$ cat config.mk
export PLATFORM = sky130hd
export DESIGN_NAME = cxseq_top
export DESIGN_NICKNAME = d
export VERILOG_FILES = /design/src/hdl/cxseq_top.v
export VERILOG_INCLUDE_DIRS = /design/src /design/src/inc
export SDC_FILE = /design/constraint.sdc
export NUM_CORES = 1
export LEC_CHECK = 0
export BUFFER_PORTS_ARGS = -buffer_cell sky130_fd_sc_hd__buf_2
export CAP_MARGIN = 20
export CORE_MARGIN = 2
export CORE_UTILIZATION = 50
export CTS_CLUSTER_DIAMETER = 50
export CTS_CLUSTER_SIZE = 8
export DETAILED_ROUTE_END_ITERATION = 7
export PLACE_DENSITY = 0.77
export SLEW_MARGIN = 20
export SYNTH_ARGS = -nofsm -noshare
export SYNTH_HDL_FRONTEND = slang
export SYNTH_SLANG_ARGS = --single-unit
$ cat constraint.sdc
create_clock -name clk_i -period 3.62 [get_ports clk_i]
set_input_delay 0.362 -clock clk_i [delete_from_list [all_inputs] [get_ports clk_i]]
set_output_delay 0.362 -clock clk_i [all_outputs]
set_load 0.01 [all_outputs]
$ cat src/inc/cxseq_regs.vh
// Constants of the exception sequencer: register map, vectors, fields.
// Assumes inclusion by hdl/cxseq_top.v only.
`ifndef CXSEQ_REGS_VH
`define CXSEQ_REGS_VH

// Wishbone register byte offsets
`define CXS_OFF_VBR    8'h00
`define CXS_OFF_SR     8'h04
`define CXS_OFF_STAT   8'h08
`define CXS_OFF_LVEC   8'h0C

// Reset values
`define CXS_VBR_RST    32'h00000000
`define CXS_SR_RST     32'h000000F0
`define CXS_MASK_ALL   4'hF

// Interrupt mask field of the status word
`define CXS_SR_MHI     7
`define CXS_SR_MLO     4

// Vector numbers
`define CXS_VEC_POR    8'h00
`define CXS_VEC_MAN    8'h02
`define CXS_VEC_ILL    8'h04
`define CXS_VEC_SLOT   8'h06
`define CXS_VEC_CAE    8'h09
`define CXS_VEC_DAE    8'h0A
`define CXS_VEC_NMI    8'h0B
`define CXS_VEC_UBRK   8'h0C
`define CXS_VEC_EXTERNAL_REQUEST_LINE0   8'h40
`define CXS_TRAP_HI    3'h1

// Address steps of one and two longwords
`define CXS_LWORD      32'h00000004
`define CXS_LWORD2     32'h00000008

`endif

$ cat src/hdl/cxseq_top.v
// Exception sequencer: ranks exception sources, reads vectors,
// pushes status word and return PC, loads PC and SP.
// Assumes a Wishbone classic master, a CPU on clk_i and a memory
// bus that holds mem_req_o until mem_ack_i.
//
// What this block does
// - Simultaneous exceptions served one by one by rank
// - Reset outranks every other exception
// - Init pin rise with NMI high: power-on
// - Init pin rise with NMI low: manual
// - Manual reset waits for bus cycle end
// - Errors, interrupts wait for executing instruction
// - Trap instruction starts trap handling
// - Undefined code outside slot: general illegal
// - Undefined or PC write in slot: slot illegal
// - Power-on reads PC at 0, SP at 4
// - Manual reset reads PC at 8, SP at 12
// - Reset clears vector base, mask to ones
// - After reset, execute from loaded PC
// - Other exceptions push to stack register
// - Push status first, then return PC
// - Interrupt writes its level into mask
// - Errors and instructions keep the mask
// - Fetch handler address, continue there
// - Fixed vector numbers per source
// - Trap operand maps onto vectors 32-63
// - Reserved vectors go to no source
// - Reset entry is vector times four
// - Others: vector base plus vector times four
//
// Local design decisions: the address map and the Wishbone interface to the registers.
`timescale 1ns/1ps
`include "cxseq_regs.vh"

module cxseq_top (
  // Clock and reset
  input  wire        clk_i,
  input  wire        rst_i,
  // Wishbone slave
  input  wire        cyc_i,
  input  wire        stb_i,
  input  wire        we_i,
  input  wire [7:0]  adr_i,
  input  wire [3:0]  sel_i,
  input  wire [31:0] dat_i,
  output wire [31:0] dat_o,
  output wire        ack_o,
  // Pins
  input  wire        chip_init_pin_n_i,
  input  wire        nmi_pin_i,
  // Instruction decoder
  input  wire        dec_valid_i,
  input  wire        dec_slot_i,
  input  wire        dec_undef_i,
  input  wire        dec_pcwr_i,
  input  wire        software_trap_insn_i,
  input  wire [7:0]  trap_imm_i,
  input  wire        insn_done_i,
  input  wire [31:0] next_pc_i,
  input  wire [31:0] stack_gpr_i,
  // Address errors and interrupt controller
  input  wire        cpu_aerr_i,
  input  wire        dma_aerr_i,
  input  wire        irq_req_i,
  input  wire [7:0]  irq_vec_i,
  input  wire [3:0]  irq_lvl_i,
  output wire        irq_ack_o,
  // Memory bus
  input  wire        mem_busy_i,
  output wire        mem_req_o,
  output reg         mem_we_o,
  output reg  [31:0] mem_adr_o,
  output reg  [31:0] mem_dat_o,
  input  wire [31:0] mem_dat_i,
  input  wire        mem_ack_i,
  // CPU control
  output wire        cpu_hold_o,
  output reg         pc_load_o,
  output reg  [31:0] pc_o,
  output reg         sp_load_o,
  output reg  [31:0] sp_o,
  output reg  [31:0] status_word_o,
  output reg  [31:0] vector_base_reg_o
);

////////////////////////////////////////////////////////////////////
// States and kinds

localparam [7:0] S_IDLE = 8'h01;
localparam [7:0] S_HOLD = 8'h02;
localparam [7:0] S_RPC  = 8'h04;
localparam [7:0] S_RSP  = 8'h08;
localparam [7:0] S_WAIT = 8'h10;
localparam [7:0] S_PSR  = 8'h20;
localparam [7:0] S_PPC  = 8'h40;
localparam [7:0] S_VEC  = 8'h80;

reg  [7:0]  state;
reg  [7:0]  vec;
reg         is_irq;
reg  [3:0]  lvl;
reg  [31:0] ret_pc;
reg  [31:0] sp_base;
reg         man_pend;
reg         cae_pend;
reg         dae_pend;

////////////////////////////////////////////////////////////////////
// Pin synchronisers and init pin rise detect

reg  [1:0]  init_sync;
reg  [1:0]  nmi_sync;
reg         init_prev;

always @(posedge clk_i) begin
  init_sync <= {init_sync[0], chip_init_pin_n_i};
  nmi_sync  <= {nmi_sync[0], nmi_pin_i};
  init_prev <= init_sync[1];
end

// The rise detector follows the synchronised pin through reset, so a
// pin held high across reset gives no false rise afterwards.
wire init_low  = ~init_sync[1];
wire init_rise = init_sync[1] & ~init_prev;
wire man_go    = (init_rise | man_pend) & ~mem_busy_i;

////////////////////////////////////////////////////////////////////
// Source ranking

wire bus_st   = |(state & (S_RPC | S_RSP | S_PSR | S_PPC | S_VEC));
wire cae      = cpu_aerr_i | cae_pend;
wire dae      = dma_aerr_i | dae_pend;
// Reserved interrupt vectors are never taken; such a request just waits
wire irq_ok   = irq_req_i &
                ((irq_vec_i == `CXS_VEC_NMI) |
                 (irq_vec_i == `CXS_VEC_UBRK) |
                 (irq_vec_i >= `CXS_VEC_EXTERNAL_REQUEST_LINE0));
wire slot_bad = dec_slot_i & (dec_undef_i | dec_pcwr_i);
wire ill      = ~dec_slot_i & dec_undef_i;
wire trap     = software_trap_insn_i & ~dec_slot_i;
wire async_ev = dec_valid_i & (cae | dae | irq_ok);
wire insn_ev  = dec_valid_i & (slot_bad | ill | trap);

reg [7:0] pick_vec;
always @* begin
  if (cae)
    pick_vec = `CXS_VEC_CAE;
  else if (dae)
    pick_vec = `CXS_VEC_DAE;
  else if (irq_ok)
    pick_vec = irq_vec_i;
  else if (slot_bad)
    pick_vec = `CXS_VEC_SLOT;
  else if (ill)
    pick_vec = `CXS_VEC_ILL;
  else
    pick_vec = {`CXS_TRAP_HI, trap_imm_i[4:0]};
end

wire take_irq = state[0] & async_ev & ~cae & ~dae & irq_ok;
assign irq_ack_o = take_irq;

////////////////////////////////////////////////////////////////////
// Vector entry address

// Reset entries are absolute; all others are offset by the vector base
wire [31:0] vec_off  = {22'h000000, vec, 2'b00};
wire [31:0] rst_adr  = vec_off;
wire [31:0] exc_adr  = vector_base_reg_o + vec_off;

assign mem_req_o  = bus_st;
assign cpu_hold_o = ~state[0];

////////////////////////////////////////////////////////////////////
// Wishbone decode, read by the sequencer and the slave below
// A write lands on the edge that sees the strobe without ack, so it
// takes effect once although the strobe stands for two edges.

reg         wb_ack;
reg  [31:0] wb_dat;
wire        wb_wr = cyc_i & stb_i & we_i & ~wb_ack;
wire [31:0] wmask = {{8{sel_i[3]}}, {8{sel_i[2]}},
                     {8{sel_i[1]}}, {8{sel_i[0]}}};

////////////////////////////////////////////////////////////////////
// Sequencer

always @(posedge clk_i) begin
  pc_load_o <= 1'b0;
  sp_load_o <= 1'b0;
  if (rst_i) begin
    state             <= S_HOLD;
    vec               <= `CXS_VEC_POR;
    is_irq            <= 1'b0;
    lvl               <= 4'h0;
    ret_pc            <= 32'h00000000;
    sp_base           <= 32'h00000000;
    man_pend          <= 1'b0;
    cae_pend          <= 1'b0;
    dae_pend          <= 1'b0;
    mem_we_o          <= 1'b0;
    mem_adr_o         <= 32'h00000000;
    mem_dat_o         <= 32'h00000000;
    pc_o              <= 32'h00000000;
    sp_o              <= 32'h00000000;
    status_word_o     <= `CXS_SR_RST;
    vector_base_reg_o <= `CXS_VBR_RST;
  end else if (init_low) begin
    state    <= S_HOLD;
    man_pend <= 1'b0;
    cae_pend <= 1'b0;
    dae_pend <= 1'b0;
  end else if (man_pend | (init_rise & ~nmi_sync[1])) begin
    man_pend <= ~man_go;
    if (man_go) begin
      state     <= S_RPC;
      vec       <= `CXS_VEC_MAN;
      mem_we_o  <= 1'b0;
      mem_adr_o <= {22'h000000, `CXS_VEC_MAN, 2'b00};
    end
  end else if (init_rise) begin
    state     <= S_RPC;
    vec       <= `CXS_VEC_POR;
    mem_we_o  <= 1'b0;
    mem_adr_o <= {22'h000000, `CXS_VEC_POR, 2'b00};
  end else begin
    // Set wins over clear for the address error latches
    cae_pend <= cpu_aerr_i | (cae_pend & ~(state[0] & async_ev));
    dae_pend <= dma_aerr_i |
                (dae_pend & ~(state[0] & async_ev & ~cae));
    case (state)
      S_HOLD: begin
        // Left only through a rise of the init pin
        state <= S_HOLD;
      end
      S_IDLE: begin
        if (async_ev) begin
          vec    <= pick_vec;
          is_irq <= ~cae & ~dae;
          lvl    <= irq_lvl_i;
          state  <= S_WAIT;
        end else if (insn_ev) begin
          vec     <= pick_vec;
          is_irq  <= 1'b0;
          ret_pc  <= next_pc_i;
          sp_base <= stack_gpr_i;
          state   <= S_PSR;
          mem_we_o  <= 1'b1;
          mem_adr_o <= stack_gpr_i - `CXS_LWORD;
          mem_dat_o <= status_word_o;
        end
      end
      S_WAIT: begin
        // Async sources let the instruction in flight finish first
        if (insn_done_i) begin
          ret_pc    <= next_pc_i;
          sp_base   <= stack_gpr_i;
          state     <= S_PSR;
          mem_we_o  <= 1'b1;
          mem_adr_o <= stack_gpr_i - `CXS_LWORD;
          mem_dat_o <= status_word_o;
        end
      end
      S_RPC: begin
        if (mem_ack_i) begin
          pc_o      <= mem_dat_i;
          state     <= S_RSP;
          mem_adr_o <= rst_adr + `CXS_LWORD;
        end
      end
      S_RSP: begin
        if (mem_ack_i) begin
          sp_o      <= mem_dat_i;
          vector_base_reg_o <= `CXS_VBR_RST;
          status_word_o[`CXS_SR_MHI:`CXS_SR_MLO] <= `CXS_MASK_ALL;
          pc_load_o <= 1'b1;
          sp_load_o <= 1'b1;
          state     <= S_IDLE;
        end
      end
      S_PSR: begin
        if (mem_ack_i) begin
          mem_adr_o <= sp_base - `CXS_LWORD2;
          mem_dat_o <= ret_pc;
          state     <= S_PPC;
        end
      end
      S_PPC: begin
        // Mask changes only once both pushes are accepted
        if (mem_ack_i) begin
          mem_we_o  <= 1'b0;
          mem_adr_o <= exc_adr;
          state     <= S_VEC;
          if (is_irq)
            status_word_o[`CXS_SR_MHI:`CXS_SR_MLO] <= lvl;
        end
      end
      S_VEC: begin
        if (mem_ack_i) begin
          pc_o      <= mem_dat_i;
          sp_o      <= sp_base - `CXS_LWORD2;
          pc_load_o <= 1'b1;
          sp_load_o <= 1'b1;
          state     <= S_IDLE;
        end
      end
      default: begin
        state <= S_HOLD;
      end
    endcase
    // Software writes take effect only in S_IDLE and are dropped in every other state
    if (wb_wr & state[0]) begin
      if (adr_i == `CXS_OFF_VBR)
        vector_base_reg_o <= (vector_base_reg_o & ~wmask) | (dat_i & wmask);
      if (adr_i == `CXS_OFF_SR)
        status_word_o <= (status_word_o & ~wmask) | (dat_i & wmask);
    end
  end
end

////////////////////////////////////////////////////////////////////
// Wishbone slave, answers one cycle after the strobe

// Unmapped offsets read zero and are still acked

always @(posedge clk_i) begin
  if (rst_i) begin
    wb_ack <= 1'b0;
    wb_dat <= 32'h00000000;
  end else begin
    wb_ack <= cyc_i & stb_i & ~wb_ack;
    case (adr_i)
      `CXS_OFF_VBR:  wb_dat <= vector_base_reg_o;
      `CXS_OFF_SR:   wb_dat <= status_word_o;
      `CXS_OFF_STAT: wb_dat <= {23'h000000, man_pend, state};
      `CXS_OFF_LVEC: wb_dat <= {24'h000000, vec};
      default:       wb_dat <= 32'h00000000;
    endcase
  end
end

assign ack_o = wb_ack;
assign dat_o = wb_dat;

endmodule // cxseq_top

# After elaboration in Yosys (flattened, before gate mapping)
# Index checks and enable logic that the tools add are counted.
# word_totals
ramBits	0
n_memories	0
reg_bits	320
in_bits	178
word_cells	206
latch_bits	0
mem_bits_ro	0
out_inout_bits	231
# op_classes
n_mul	0
reduce_logical	27
n_eq_ne	27
mux	69
n_div	0
shifts	0
n_addsub	4
n_lt_le_gt_ge	1
n_bitwise	55
# op_table
operator	n
two-way mux 32 bit	24
case mux 32 bit (2 select lines)	3
two-way mux 8 bit	21
case mux 32 bit (5 select lines)	1
case mux 32 bit (4 select lines)	1
AND 32 bit	3
case mux 32 bit (3 select lines)	1
bitwise OR 32 bit	2
case mux 8 bit (6 select lines)	1
equality test 8 x 4 -> 1 bit, second input constant	5
adder 32 x 10 -> 32 bit	1
inverter 32 bit	1
subtractor 32 x 3 -> 32 bit, second input constant	1
subtractor 32 x 4 -> 32 bit, second input constant	1
inequality test 4 bit, second input constant	6
AND 1 bit	21
AND reduction 7 bit	3
AND reduction 5 bit	4
equality test 8 x 3 -> 1 bit, second input constant	2
inverter 1 bit	15
inequality test 2 bit, second input constant	7
bitwise OR 1 bit	13
two-way mux 4 bit	3
two-way mux 6 bit	2
26 further kinds	41

# Depth between registers and ports, before layout
# depth
depth_word	12
ltp_mapped	10

# Worst setup path before layout
# OpenSTA, ideal clock, no wires.
# synth_path
path_kind	reg-to-reg
from	register vec[0]
to	register mem_adr_o[22]
t_arrival_ns	2.687
path_slack_ns	0.816
stages_incl_launch_ff	11
cell_sequence	dfxtp_1 -> ha_1 -> inv_1 -> fa_1 -> nor2b_1 -> o31ai_1 -> a211oi_1 -> nand4_1 -> xnor2_1 -> o221ai_1 -> a32o_1
# synth_between
elab_chain_len	5
# synth_lines
element	line	text
from (decl)	cxseq_top.v:99	reg [7:0] vec;
from (signal assigned)	cxseq_top.v:193	vec <= `CXS_VEC_POR;
from (signal assigned)	cxseq_top.v:217	vec <= `CXS_VEC_MAN;
from (signal assigned)	cxseq_top.v:223	vec <= `CXS_VEC_POR;
adder 32 x 10 -> 32 bit	cxseq_top.v:169	wire [31:0] exc_adr = vector_base_reg_o + vec_off;
two-way mux 32 bit	cxseq_top.v:290	if (mem_ack_i) begin
case mux 32 bit (5 select lines)	cxseq_top.v:231	case (state)
two-way mux 32 bit	cxseq_top.v:221	end else if (init_rise) begin
two-way mux 32 bit	cxseq_top.v:213	end else if (man_pend | (init_rise & ~nmi_sync[1])) begin
to (signal assigned)	cxseq_top.v:219	mem_adr_o <= {22'h000000, `CXS_VEC_MAN, 2'b00};
to (signal assigned)	cxseq_top.v:225	mem_adr_o <= {22'h000000, `CXS_VEC_POR, 2'b00};
to (signal assigned)	cxseq_top.v:292	mem_adr_o <= exc_adr;
to (decl)	cxseq_top.v:72	output reg [31:0] mem_adr_o,
# Every way passes these cells. The select of a mux whose other input is x is not followed.
# A chain may end at the register's enable or synchronous reset.

# Worst setup path after layout
# layout_path
from	register vec[7]
to	register mem_adr_o[31]
# The elaborated chain is that of the path after synthesis.

==> impl_metrics.csv <==
group,metric,value,unit
outcome,status,"completed",
critical_path,r2r-start,"vec[7]",
floorplan,start_util,50.4,%
timing,worst_slew_pin_slew,0.807,ns
place,place_ws,0.690,ns
clock_tree,cts_inserted_buffers,47,
floorplan,core,29400,µm²
place,port_buffers,405,
cells_and_area,syn2layout_area_growth,24.7,%
cells_and_area,final_common_cell,"buf_2",
logic_synthesis,synth_top_area_share,43.3,%
detailed_routing,drtIter0Drc,1228,
timing,rsz0062_at_grt,"false",
critical_path,cpMaxStageDelayCell,"a2111oi_0",
place,dp.cells,2565,
cells_and_area,finalNetCount,2416,
clock_tree,cts_buffer_depth,3,
logic_synthesis,avgSynthCellArea,7.95,µm²
floorplan,boundaryPins,409,
global_route,antenna_found_initial,6,
global_route,overflow,0,
clock_tree,cts_tree,"yes",
detailed_routing,ant_nets,0,
power_and_ir_drop,power,7810,µW
critical_path,worstPathRequired,4.04,ns
place,place_area,17200,µm²
cells_and_area,fin_cells,2628,
global_route,track_usage,32.3,%
logic_synthesis,synth.distinct_cells,75,
critical_path,cp_max_fo,10,
floorplan,num_rows,63,
critical_path,crit_path_cell_trace,"ha_1, a2111oi_0, a211oi_1, o21ai_1, nor3_1, xnor2_1, o221ai_1, a32o_1",
logic_synthesis,netlist_area,14800,µm²
power_and_ir_drop,p_leak,0.00747,µW
critical_path,rr_worst_depth,8,
timing,fin_crit,2.93,ns
clock_tree,root_buffer,"clkbuf_16",
detailed_routing,route.final.wire_length,52200,µm
floorplan,dieWidth,176,µm
cells_and_area,fillers,2649,
logic_synthesis,ys_seq_elements,320,
timing,final_hold_viol_count,0,
cells_and_area,design_area,18500,µm²
logic_synthesis,synth_area_leaders,"dfxtp_1 (43%), nand2_1 (10%), a21oi_1 (6.5%), nor2_1 (4.7%), clkbuf_1 (2.8%)",
timing,fin_ws,0.694,ns
timing,setup_viol,0,
critical_path,path_class,"reg -> reg",
logic_synthesis,synthArstFlopShare,0,%
critical_path,crit_start,"vec[7]",
critical_path,endpoint_kind,"flop",
critical_path,cpPeakStageDelay,0.61,ns
timing,max_freq,0.342,GHz
logic_synthesis,synthCells,1863,
detailed_routing,vias,15400,
floorplan,die_y,176,µm
clock_tree,clock_latency,0.54,ns
critical_path,cp.arrival,3.35,ns
logic_synthesis,synth.net_count,2053,
clock_tree,cts_htree_levels,2,
critical_path,r2r_end,"mem_adr_o[31]",
global_route,grt_max_degree,143,
logic_synthesis,synth_top_flop_cell,"dfxtp_1",
logic_synthesis,synth_edf_count,0,
power_and_ir_drop,vdd_drop_max,347,µV
clock_tree,clk_pin_slew,0.05,ns
clock_tree,numClockSinks,320,
timing,slew_headroom,46.2,%
critical_path,reg2reg_slack,0.69,ns
worst_hold_path,hp-class,"in -> reg",
cells_and_area,drive_above_1_share,24.1,%
place,gp_congestion,0.953,
timing,tns,0,ns
detailed_routing,routed_via_density,5.88,
worst_hold_path,hold_depth,3,
logic_synthesis,synth_top_area_cell,"dfxtp_1",
timing,timing.final.crit_share,80.8,%
floorplan,dieArea,31000,µm²
detailed_routing,drc_errors,0,
critical_path,crit_path_start_kind,"flop",
logic_synthesis,ys_seq_area_share,43.3,%
global_route,grt_pass1_wl,79800,µm
timing,drv_slew,0,
job,drv_cap,0,
place,dpl.hpwl,38200,µm
power_and_ir_drop,power_density,423,nW/µm²
detailed_routing,first_pass_iters,6,
logic_synthesis,yosys_warnings,0,
timing,fin_skew,0.0165,ns
detailed_routing,wl_per_cell,19.9,µm
global_route,grt_pass1_vias,14600,
worst_hold_path,min_from,"dat_i[7]",
cells_and_area,final_cell_mix,"buf_2 (404), nand2_1 (396), dfxtp_1 (320)",
## cells by family (layout without fill, tap and decap cells)
logic type / after synthesis / in the layout / synth area share, %
muxes: 17 / 17 / 1.22
xor gates and xnor gates: 85 / 85 / 5.03
buffers and inverters: 147 / 518 / 3.93
AOI/OAI and AO/OA: 467 / 467 / 20.6
other: 0 / 4 / 0
DFF: 320 / 320 / 43.3
adders and majority gates: 12 / 12 / 1.06
and+or+nand+nor: 815 / 815 / 24.9
## synth_stat cells, drive strengths merged, types with 3 or more instances
master / number
and2: 5
dfxtp: 320
o221ai: 16
nand3b: 6
o22ai: 8
nand2b: 7
a21o: 5
or4: 11
or2: 7
clkbuf: 111
nand3: 69
a21oi: 193
xor2: 38
a22o: 4
or3: 15
and3: 16
nor2b: 14
inv: 16
nand4b: 4
nand2: 396
mux2i: 8
nor2: 187
and4: 3
o31ai: 8
o21ai: 52
a21boi: 3
xnor2: 47
a221oi: 4
o211ai: 14
o21a: 4
nor4: 15
mux2: 9
buf: 20
a211oi: 20
a222oi: 13
nand4: 16
nor3: 28
a32o: 12
nor3b: 7
a22oi: 55
and3b: 3
ha: 11
a311oi: 35
## how the worst max path moves through the flow
stage                                to  slack, ns
after floorplan           mem_adr_o[22]       0.82
after global placement    mem_adr_o[30]       0.70
after detailed placement  mem_adr_o[30]       0.69
after CTS                 mem_adr_o[31]       0.72
after global routing      mem_adr_o[31]       0.38
final                     mem_adr_o[31]       0.69
## per-layer routing
metal	share of wire (%)	track usage (%)
met1	41	41.7
met2	46	52.2
met3	9.5	6.91
met4	3.8	14.2
met5	0.013	0
## critical path: cells and delay by family, from the launching register on
family	cells	cell delay (ns)
AOI/OAI and AO/OA	5	1.64
DFF	1	0.48
adders and majority gates	1	0.34
xor gates and xnor gates	1	0.20
and+or+nand+nor	1	0.16
## stage by stage
stage / hold WS (ns) / util, %
after detailed placement: 0.316 / 58.4
after global placement: 0.313 / 58.4
after CTS: 0.0392 / 62.8
final: 0.0564 / 62.8
after global routing: 0.0644 / 62.8
after floorplan: 0.310 / -
## layout make-up
cell class                 instances  area (µm²)  area share [%]
multi-input combinational       1396        7870            42.6
sequential                       320        6410            34.7
timing repair buffer             445        2380            12.9
clock buffer                      51        1220            6.61
tap                              390         488            2.64
inverter                          16        60.1           0.325
clock inverter                     6        41.3           0.224
antenna                            4        10.0          0.0542
## where the power goes
| group | internal [µW] | switching (µW) |
|---|---|---|
| clock network | 2350 | 1510 |
| logic | 151 | 249 |
| registers | 3540 | 16.0 |
| total | 6040 | 1770 |
## timing repair
| action | CTS | global route |
|---|---|---|
| setup buffers | 0 | 0 |
| hold buffers | 2 | 0 |
| hold endpoints to repair | 2 | 0 |
| gates resized for setup | 0 | 0 |
| endpoints found under the setup margin | 0 | 0 |
Note: power is estimated with default switching activity, not from simulation.
